==> src/rtl/pattern_next_data_defines.svh <==
// Address map, reset values and field positions of the pattern next-data block.
// Assumes a byte-wide register port with a 20-bit address.
`ifndef PATTERN_NEXT_DATA_DEFINES_SVH
`define PATTERN_NEXT_DATA_DEFINES_SVH

`define PND_ADDR_W      20
`define PND_ADDR_LEN    20'hFFFA0
`define PND_ADDR_HEN    20'hFFFA1
`define PND_ADDR_TRIG   20'hFFFA2
`define PND_ADDR_HND_A  20'hFFFA4
`define PND_ADDR_LND_A  20'hFFFA5
`define PND_ADDR_HND_B  20'hFFFA6
`define PND_ADDR_LND_B  20'hFFFA7
`define PND_ADDR_PA     20'hFFFA8
`define PND_ADDR_PB     20'hFFFA9

`define PND_RST_NEXT    8'h00
`define PND_RST_EN      8'h00
`define PND_RST_TRIG    8'hFF
`define PND_RST_LATCH   8'h00

`define PND_RD_RESERVED 8'hFF
`define PND_RD_UNMAPPED 8'h00
`define PND_RD_IDLE     8'h00
`define PND_NIB_RSV     4'hF

`define PND_UPPER_NIB   7:4
`define PND_LOWER_NIB   3:0

`endif

==> src/rtl/pattern_next_data_pkg.sv <==
// Types shared by the pattern next-data block and its trigger selector.
// Assumes nothing of its surroundings.
package pattern_next_data_pkg;

    typedef enum logic [1:0] {
        CHAN0 = 2'h0,
        CHAN1 = 2'h1,
        CHAN2 = 2'h2
    } timer_chan_t;

    typedef struct packed {
        logic [1:0] group3;
        logic [1:0] group2;
        logic [1:0] group1;
        logic [1:0] group0;
    } trigger_select_reg_t;

    typedef struct packed {
        logic [7:0] high;
        logic [7:0] low;
    } pattern_word_t;

    // Maps a two-bit select field to its timer channel; both upper codes mean channel 2.
    function automatic timer_chan_t chan_of(input logic [1:0] sel);
        chan_of = sel[1] ? CHAN2 : (sel[0] ? CHAN1 : CHAN0);
    endfunction : chan_of

endpackage : pattern_next_data_pkg

==> src/rtl/pattern_next_data_enable.sv <==
// Next-data registers, per-bit enables and port output latches of a 16-bit pattern unit.
// Assumes compare match pulses and the register port run on sys_clk_in.
//
// The address-and-strobe port was chosen for this implementation.
`include "pattern_next_data_defines.svh"
`timescale 1ns/1ps
`default_nettype none

// How it works
// - High next data: eight bits, read and write.
// - Selected match copies high data to port B.
// - Reset or hardware standby clears high data.
// - Shared trigger: whole byte at first address.
// - Shared trigger: second address reads ones, ignores writes.
// - Split trigger: group 3 first, group 2 second.
// - Split trigger: unused nibbles read ones, ignore writes.
// - Enabled low bit copies to port A latch.
// - Disabled low bit leaves port A unchanged.
// - Enabled high bit copies to port B latch.
// - Disabled high bit leaves port B unchanged.
// - Low enables cleared by reset and standby.
// - High enables cleared by reset and standby.
// - Low enable bit n gates bit n.
// - High enable bits 15..8 gate latch 7..0.
// - Select field picks timer channel 0, 1, 2.
// - Enabled latch bits are read-only to software.
module pattern_next_data_enable
    import pattern_next_data_pkg::*;
#(
    parameter int ADDR_W = `PND_ADDR_W
)
(
    input  wire logic              sys_clk_in,
    input  wire logic              rst_in,
    input  wire logic              hw_standby_in,
    input  wire logic [ADDR_W-1:0] reg_addr_in,
    input  wire logic [7:0]        reg_wdata_in,
    input  wire logic              reg_wr_in,
    input  wire logic              reg_rd_in,
    input  wire logic [2:0]        compare_match_in,
    output logic      [7:0]        reg_rdata_out,
    output logic      [7:0]        port_a_out,
    output logic      [7:0]        port_b_out
);

    // Elaboration-time refusal of an address bus too narrow for the map.
    if (ADDR_W < `PND_ADDR_W) begin : gen_addr_w_check
        $error("ADDR_W too narrow for the register map.");
    end

    // Address match against one printed byte address.
    function automatic logic addr_hit(input logic [ADDR_W-1:0] addr,
                                      input logic [`PND_ADDR_W-1:0] offs);
        addr_hit = (addr == ADDR_W'(offs));
    endfunction : addr_hit

    // Read view of a next-data register at its first or second address.
    function automatic logic [7:0] split_read(input logic [7:0] value,
                                              input logic       shared,
                                              input logic       second);
        logic [7:0] res;
        res = value;
        if (second) begin
            if (shared) begin
                res = `PND_RD_RESERVED;
            end else begin
                res = {`PND_NIB_RSV, value[`PND_LOWER_NIB]};
            end
        end else if (!shared) begin
            res = {value[`PND_UPPER_NIB], `PND_NIB_RSV};
        end
        split_read = res;
    endfunction : split_read

    // Write merge of a next-data register at its first or second address.
    function automatic logic [7:0] split_write(input logic [7:0] value,
                                               input logic [7:0] wdata,
                                               input logic       shared,
                                               input logic       second);
        logic [7:0] res;
        res = value;
        if (second) begin
            if (!shared) begin
                res = {value[`PND_UPPER_NIB], wdata[`PND_LOWER_NIB]};
            end
        end else if (shared) begin
            res = wdata;
        end else begin
            res = {wdata[`PND_UPPER_NIB], value[`PND_LOWER_NIB]};
        end
        split_write = res;
    endfunction : split_write

    // Two groups share a trigger when both pick the same timer channel.
    function automatic logic groups_share(input logic [1:0] sel_a,
                                          input logic [1:0] sel_b);
        groups_share = (chan_of(sel_a) == chan_of(sel_b));
    endfunction : groups_share

    logic                clear;
    logic                stby_meta_r;
    logic                stby_sync_r;
    logic [7:0]          high_next_data_r;
    logic [7:0]          high_next_data_nxt;
    logic [7:0]          low_next_data_r;
    logic [7:0]          low_next_data_nxt;
    logic [7:0]          low_enable_bits_r;
    logic [7:0]          high_enable_bits_r;
    trigger_select_reg_t trigger_select_reg_r;
    logic [7:0]          port_a_output_latch_r;
    logic [7:0]          port_a_output_latch_nxt;
    logic [7:0]          port_b_output_latch_r;
    logic [7:0]          port_b_output_latch_nxt;
    logic [7:0]          rdata_r;
    logic [7:0]          rdata_nxt;
    logic                high_shared;
    logic                low_shared;
    pattern_word_t       next_word;
    pattern_word_t       enable_word;
    pattern_word_t       load_word;
    logic [7:0]          trig_flat;

    logic hit_len;
    logic hit_hen;
    logic hit_trig;
    logic hit_hnd_a;
    logic hit_hnd_b;
    logic hit_lnd_a;
    logic hit_lnd_b;
    logic hit_pa;
    logic hit_pb;

    // Hardware standby comes from a pin; the first flip-flop may go metastable.
    always_ff @(posedge sys_clk_in) begin
        if (rst_in) begin
            stby_meta_r <= 1'b0;
        end else begin
            stby_meta_r <= hw_standby_in;
        end
    end

    // Only this second flip-flop reads the first one.
    always_ff @(posedge sys_clk_in) begin
        if (rst_in) begin
            stby_sync_r <= 1'b0;
        end else begin
            stby_sync_r <= stby_meta_r;
        end
    end

    // Hardware standby clears the same state as reset except the read data register rdata_r and the two standby flip-flops; software standby has no effect.
    assign clear = rst_in | stby_sync_r;

    assign hit_len   = addr_hit(reg_addr_in, `PND_ADDR_LEN);
    assign hit_hen   = addr_hit(reg_addr_in, `PND_ADDR_HEN);
    assign hit_trig  = addr_hit(reg_addr_in, `PND_ADDR_TRIG);
    assign hit_hnd_a = addr_hit(reg_addr_in, `PND_ADDR_HND_A);
    assign hit_hnd_b = addr_hit(reg_addr_in, `PND_ADDR_HND_B);
    assign hit_lnd_a = addr_hit(reg_addr_in, `PND_ADDR_LND_A);
    assign hit_lnd_b = addr_hit(reg_addr_in, `PND_ADDR_LND_B);
    assign hit_pa    = addr_hit(reg_addr_in, `PND_ADDR_PA);
    assign hit_pb    = addr_hit(reg_addr_in, `PND_ADDR_PB);

    // Sharing follows the decoded channel, so codes 10 and 11 count as equal.
    assign high_shared = groups_share(trigger_select_reg_r.group3, trigger_select_reg_r.group2);
    assign low_shared  = groups_share(trigger_select_reg_r.group1, trigger_select_reg_r.group0);

    assign next_word.high   = high_next_data_r;
    assign next_word.low    = low_next_data_r;
    assign enable_word.high = high_enable_bits_r;
    assign enable_word.low  = low_enable_bits_r;
    assign trig_flat        = trigger_select_reg_r;

    // One selector per four-bit group; group g covers pattern bits 4g+3 to 4g.
    for (genvar g = 0; g < 4; g++) begin : gen_group
        pattern_group_trigger u_trigger (
            .sel_in    (trig_flat[2*g +: 2]),
            .match_in  (compare_match_in),
            .enable_in (enable_word[4*g +: 4]),
            .load_out  (load_word[4*g +: 4])
        );
    end

    // High next data, with its address layout following the trigger sharing.
    always_comb begin
        high_next_data_nxt = high_next_data_r;
        if (reg_wr_in && hit_hnd_a) begin
            high_next_data_nxt = split_write(high_next_data_r, reg_wdata_in,
                                             high_shared, 1'b0);
        end else if (reg_wr_in && hit_hnd_b) begin
            high_next_data_nxt = split_write(high_next_data_r, reg_wdata_in,
                                             high_shared, 1'b1);
        end
    end

    always_ff @(posedge sys_clk_in) begin
        if (clear) begin
            high_next_data_r <= `PND_RST_NEXT;
        end else begin
            high_next_data_r <= high_next_data_nxt;
        end
    end

    // Low next data, laid out the same way for groups 1 and 0.
    always_comb begin
        low_next_data_nxt = low_next_data_r;
        if (reg_wr_in && hit_lnd_a) begin
            low_next_data_nxt = split_write(low_next_data_r, reg_wdata_in,
                                            low_shared, 1'b0);
        end else if (reg_wr_in && hit_lnd_b) begin
            low_next_data_nxt = split_write(low_next_data_r, reg_wdata_in,
                                            low_shared, 1'b1);
        end
    end

    always_ff @(posedge sys_clk_in) begin
        if (clear) begin
            low_next_data_r <= `PND_RST_NEXT;
        end else begin
            low_next_data_r <= low_next_data_nxt;
        end
    end

    // Low enable bits.
    always_ff @(posedge sys_clk_in) begin
        if (clear) begin
            low_enable_bits_r <= `PND_RST_EN;
        end else if (reg_wr_in && hit_len) begin
            low_enable_bits_r <= reg_wdata_in;
        end
    end

    // High enable bits.
    always_ff @(posedge sys_clk_in) begin
        if (clear) begin
            high_enable_bits_r <= `PND_RST_EN;
        end else if (reg_wr_in && hit_hen) begin
            high_enable_bits_r <= reg_wdata_in;
        end
    end

    // Trigger select fields of the four groups.
    always_ff @(posedge sys_clk_in) begin
        if (clear) begin
            trigger_select_reg_r <= `PND_RST_TRIG;
        end else if (reg_wr_in && hit_trig) begin
            trigger_select_reg_r <= reg_wdata_in;
        end
    end

    // Port A latch: software writes only the disabled bits, a match loads the enabled ones.
    always_comb begin
        port_a_output_latch_nxt = port_a_output_latch_r;
        if (reg_wr_in && hit_pa) begin
            port_a_output_latch_nxt = (port_a_output_latch_r & low_enable_bits_r) |
                                      (reg_wdata_in & ~low_enable_bits_r);
        end
        port_a_output_latch_nxt = (port_a_output_latch_nxt & ~load_word.low) |
                                  (next_word.low & load_word.low);
    end

    always_ff @(posedge sys_clk_in) begin
        if (clear) begin
            port_a_output_latch_r <= `PND_RST_LATCH;
        end else begin
            port_a_output_latch_r <= port_a_output_latch_nxt;
        end
    end

    // Port B latch: pattern bits 15 to 8 land in latch bits 7 to 0.
    always_comb begin
        port_b_output_latch_nxt = port_b_output_latch_r;
        if (reg_wr_in && hit_pb) begin
            port_b_output_latch_nxt = (port_b_output_latch_r & high_enable_bits_r) |
                                      (reg_wdata_in & ~high_enable_bits_r);
        end
        port_b_output_latch_nxt = (port_b_output_latch_nxt & ~load_word.high) |
                                  (next_word.high & load_word.high);
    end

    always_ff @(posedge sys_clk_in) begin
        if (clear) begin
            port_b_output_latch_r <= `PND_RST_LATCH;
        end else begin
            port_b_output_latch_r <= port_b_output_latch_nxt;
        end
    end

    // Read mux; data stand for the one cycle after the read strobe.
    always_comb begin
        rdata_nxt = `PND_RD_IDLE;
        if (reg_rd_in) begin
            rdata_nxt = `PND_RD_UNMAPPED;
            if (hit_hnd_a) begin
                rdata_nxt = split_read(high_next_data_r, high_shared, 1'b0);
            end else if (hit_hnd_b) begin
                rdata_nxt = split_read(high_next_data_r, high_shared, 1'b1);
            end else if (hit_lnd_a) begin
                rdata_nxt = split_read(low_next_data_r, low_shared, 1'b0);
            end else if (hit_lnd_b) begin
                rdata_nxt = split_read(low_next_data_r, low_shared, 1'b1);
            end else if (hit_len) begin
                rdata_nxt = low_enable_bits_r;
            end else if (hit_hen) begin
                rdata_nxt = high_enable_bits_r;
            end else if (hit_trig) begin
                rdata_nxt = trig_flat;
            end else if (hit_pa) begin
                rdata_nxt = port_a_output_latch_r;
            end else if (hit_pb) begin
                rdata_nxt = port_b_output_latch_r;
            end
        end
    end

    always_ff @(posedge sys_clk_in) begin
        if (rst_in) begin
            rdata_r <= `PND_RD_IDLE;
        end else begin
            rdata_r <= rdata_nxt;
        end
    end

    // Pins are only driven when software has set them to output elsewhere.
    assign port_a_out    = port_a_output_latch_r;
    assign port_b_out    = port_b_output_latch_r;
    assign reg_rdata_out = rdata_r;

endmodule : pattern_next_data_enable

`default_nettype wire

==> src/rtl/pattern_group_trigger.sv <==
// Trigger selector of one four-bit pattern group.
// Assumes compare match pulses one cycle long on the system clock.
`timescale 1ns/1ps
`default_nettype none

module pattern_group_trigger
    import pattern_next_data_pkg::*;
(
    input  wire logic [1:0] sel_in,
    input  wire logic [2:0] match_in,
    input  wire logic [3:0] enable_in,
    output logic      [3:0] load_out
);

    logic fire;

    always_comb begin
        unique case (chan_of(sel_in))
            CHAN0:   fire = match_in[0];
            CHAN1:   fire = match_in[1];
            CHAN2:   fire = match_in[2];
            default: fire = 1'b0;
        endcase
    end

    // Only enabled bits of the group take a transfer.
    assign load_out = enable_in & {4{fire}};

endmodule : pattern_group_trigger

`default_nettype wire

==> config.mk <==
export PLATFORM = sky130hd
export DESIGN_NAME = pattern_next_data_enable
export DESIGN_NICKNAME = d
export VERILOG_FILES = /design/src/rtl/pattern_next_data_pkg.sv /design/src/rtl/pattern_next_data_enable.sv /design/src/rtl/pattern_group_trigger.sv
export VERILOG_INCLUDE_DIRS = /design/src /design/src/rtl
export SDC_FILE = /design/constraint.sdc
export NUM_CORES = 1
export LEC_CHECK = 0
export BUFFER_PORTS_ARGS = -buffer_cell sky130_fd_sc_hd__buf_2
export CAP_MARGIN = 10
export CELL_PAD_IN_SITES_DETAIL_PLACEMENT = 1
export CELL_PAD_IN_SITES_GLOBAL_PLACEMENT = 1
export CORE_UTILIZATION = 43
export CTS_CLUSTER_SIZE = 24
export DETAILED_ROUTE_END_ITERATION = 6
export GPL_TIMING_DRIVEN = 1
export PLACE_DENSITY_LB_ADDON = 0.12
export SLEW_MARGIN = 30
export SYNTH_ARGS = -nofsm -noshare
export SYNTH_HDL_FRONTEND = slang
export SYNTH_HIERARCHICAL = 1
export SYNTH_SLANG_ARGS = --single-unit
==> constraint.sdc <==
create_clock -name sys_clk_in -period 2.45 [get_ports sys_clk_in]
set_input_delay 0.1225 -clock sys_clk_in [delete_from_list [all_inputs] [get_ports sys_clk_in]]
set_output_delay 0.1225 -clock sys_clk_in [all_outputs]
set_load 0.02 [all_outputs]
==> out/metrics.yaml <==
status:
  status: "finished clean"
final_layout:
  fin_area_mm2: 0.00441
  num_antenna_cells: 0
  final_nets: 523
  final_cells: 597
  areaGrowthSynthToFinish_pct: 18.4
  fin_util_pct: 53.2
  drive_gt1_share_pct: 21.7
clock_network:
  clock_path_buffers: 2
  clk_latency_ns: 0.35
  h-tree-depth: 3
  clk_pin_slew_worst_paths_ns: 0.07
  postCtsHoldBufs: 3
  root_buffer: "clkbuf_8"
  cts_num_sinks: 66
  post_cts_buffers: 0
  cts_resized: 0
  cts_buffers: 9
  cts_tree: "done"
timing:
  setup_viol: 0
  post-route-period-util_pct: 79.7
  fmax_ghz: 0.512
  hold_violations: 0
  maxSlewHeadroom_pct: 51.1
  whs_ns: 0.0955
  tns_ns: 0
  rsz0062_at_grt: "no"
  period_needed_ns: 1.95
  drv_slew: 0
  fin_skew_ns: 0.00983
  tightestPinTransition_ns: 0.733
yosys:
  yosys.area.top_type: "dfxtp_1"
  ys.flop_type: "dfxtp_1"
  synth.cell_area_mm2: 0.00373
  ys_seq_area_share_pct: 35.4
  yosys_warnings: 6
  synth_top_area_share_pct: 35.4
  syn_inst: 420
  ys_types: 49
  synth_edf_count: 0
  synth-async-reset-ratio_pct: 0
  synth_commonest_cells: "66 x dfxtp_1, 54 x mux2i_1, 35 x nor2_1"
  yosysMostFrequentCell: "dfxtp_1"
  avgSynthCellArea_um2: 8.88
  synth_nets: 456
  synthTopCellsByArea: "dfxtp_1 35%, mux2i_1 14%, nor2_1 3.5%, a211oi_1 3.4%, inv_1 3.1%"
  ys_seq_elements: 66
power:
  power_frac_seq_pct: 47.6
  p_int_w: 0.00170
  ir_drop_mv: 0.301
  power_density_mw_per_mm2: 511
  netSwitchingFraction_pct: 24.6
  p_leak_nw: 1.68
  pwr-share-comb_pct: 7.4
  p_clk_share_pct: 45.0
  switchingPower_w: 0.000555
critical_path:
  crit_type: "register to register"
  start_kind: "register"
  crit_arrival_ns: 2.23
  cp-end-kind: "register"
  crit_chain: "xnor2_1 -> mux2_2 -> o2111ai_1 -> o221ai_1 -> nor3_1"
  cp-startpoint: "trig_flat[4]"
  crit_slowest_cell: "dfxtp_1"
  critPathRequiredTime_ns: 2.72
  r2r-start: "trig_flat[4]"
  slowest_delay_ns: 0.49
  path_delay_family: "compound AO/OA/AOI/OAI gates"
  path_buf_inv: 0
  crit_fanout: 4
die:
  start_util_pct: 44.9
  ioPinCount: 60
  fp.dieH_um: 95.1
  core_mm2: 0.00830
  fp-row-count: 33
  fp.dieW_um: 95.1
  die_area_mm2: 0.00905
routing:
  wirelength_um: 12600
  route.detailed.drc: 0
  wl_per_cell_um: 21.1
  drt-initial-drc-count: 213
  vias: 3638
  first_pass_iters: 5
  ant_nets: 0
  via_per_inst: 6.09
placed_design:
  dp_hpwl_um: 8910
  place.gp.congestion: 0.872
  place_area_mm2: 0.00417
  io_buffers: 59
  placed_cells: 578
grt:
  grt_pass1_vias: 3658
  grt.overflow.total: 0
  antenna_found_initial: 0
  grt_usage_pct: 29.5
  grt_max_degree: 33
  grt_pass1_wl_um: 19700
run:
  max-cap-violations: 0
worst_hold_path:
  hold_path_class: "input pin to register"
  min_from: "reg_wdata_in[7]"
-- cells by family (layout without fill, tap and decap cells) --
family / after synthesis / in the layout / share of synthesized area [%]
mux: 61 / 61 / 16.6
buf+inv: 52 / 124 / 5.64
flops: 66 / 66 / 35.4
simple gates: 140 / 140 / 22.8
xor+xnor: 4 / 4 / 0.940
compound gates: 97 / 97 / 18.6
-- tightest hold or removal path, stage by stage --
cell and delay [ns]:
buf_2 0.15, mux2i_1 0.09, nand2_1 0.06
-- path summary, 6_finish.rpt --
kind / cells past startpoint / slack (ns) / endpoint
max: 5 / 0.50 / reg_rdata_out[0]
min: 3 / 0.1 / trig_flat[7]
max reg2reg: 5 / 0.50 / reg_rdata_out[0]
min reg2reg: 1 / 0.45 / stby_sync_r
-- placed cells by master, fill, tap and decap left out, drive strengths merged, types with 2 or more instances in the layout --
cell type    instances
buf                 74
mux2i               54
a221oi               4
or2                  4
nand2               14
and2                 2
xnor2                2
clkinv               3
nor3b                9
dlygate4sd3          3
o2111ai              5
a222oi               3
mux2                 7
a31oi                8
a2111oi              3
dfxtp               66
o21a                11
o311a                8
nand3b               9
xor2                 2
nor2b               10
or3                  3
nor4                10
clkbuf              11
a211oi              17
a21oi                4
o22ai                3
nor2                35
bufinv               2
nor3                14
o21ai               25
o22a                 3
nand4                5
inv                 31
nand3                7
nand2b              13
-- per-layer routing --
layer	part of all wire [%]	wire length [um]	GRT usage, %
met2	45	5700	46.6
met3	6.0	749	3.67
met1	46	5810	40.6
met5	0	0	0
met4	2.5	316	11.4
-- layout make-up --
cell class	instances	area (um2)
Fill cell	1026	3880
Multi-Input combinational cell	302	2200
Sequential cell	66	1320
Timing Repair Buffer	77	438
Clock buffer	11	131
Tap cell	105	131
Inverter	31	116
Clock inverter	5	78.8
-- stage by stage --
step | setup WS, ns | power (W)
CTS | 0.534 | 0.00227
detailed placement | 0.236 | 0.00126
global placement | 0.285 | 0.00126
global route | 0.403 | 0.00232
finish | 0.496 | 0.00226
floorplan | 0.651 | 0.00118
-- power groups by stage --
stage / Combinational (W) / Clock (W) / Sequential, W
finish: 0.000167 / 0.00102 / 0.00107
global route: 0.000180 / 0.00106 / 0.00107
CTS: 0.000166 / 0.00103 / 0.00107
detailed placement: 0.000161 / 0 / 0.00110
global placement: 0.000157 / 0 / 0.00110
floorplan: 0.0000863 / 0 / 0.00110
Note: power is estimated with default switching activity, not from simulation.
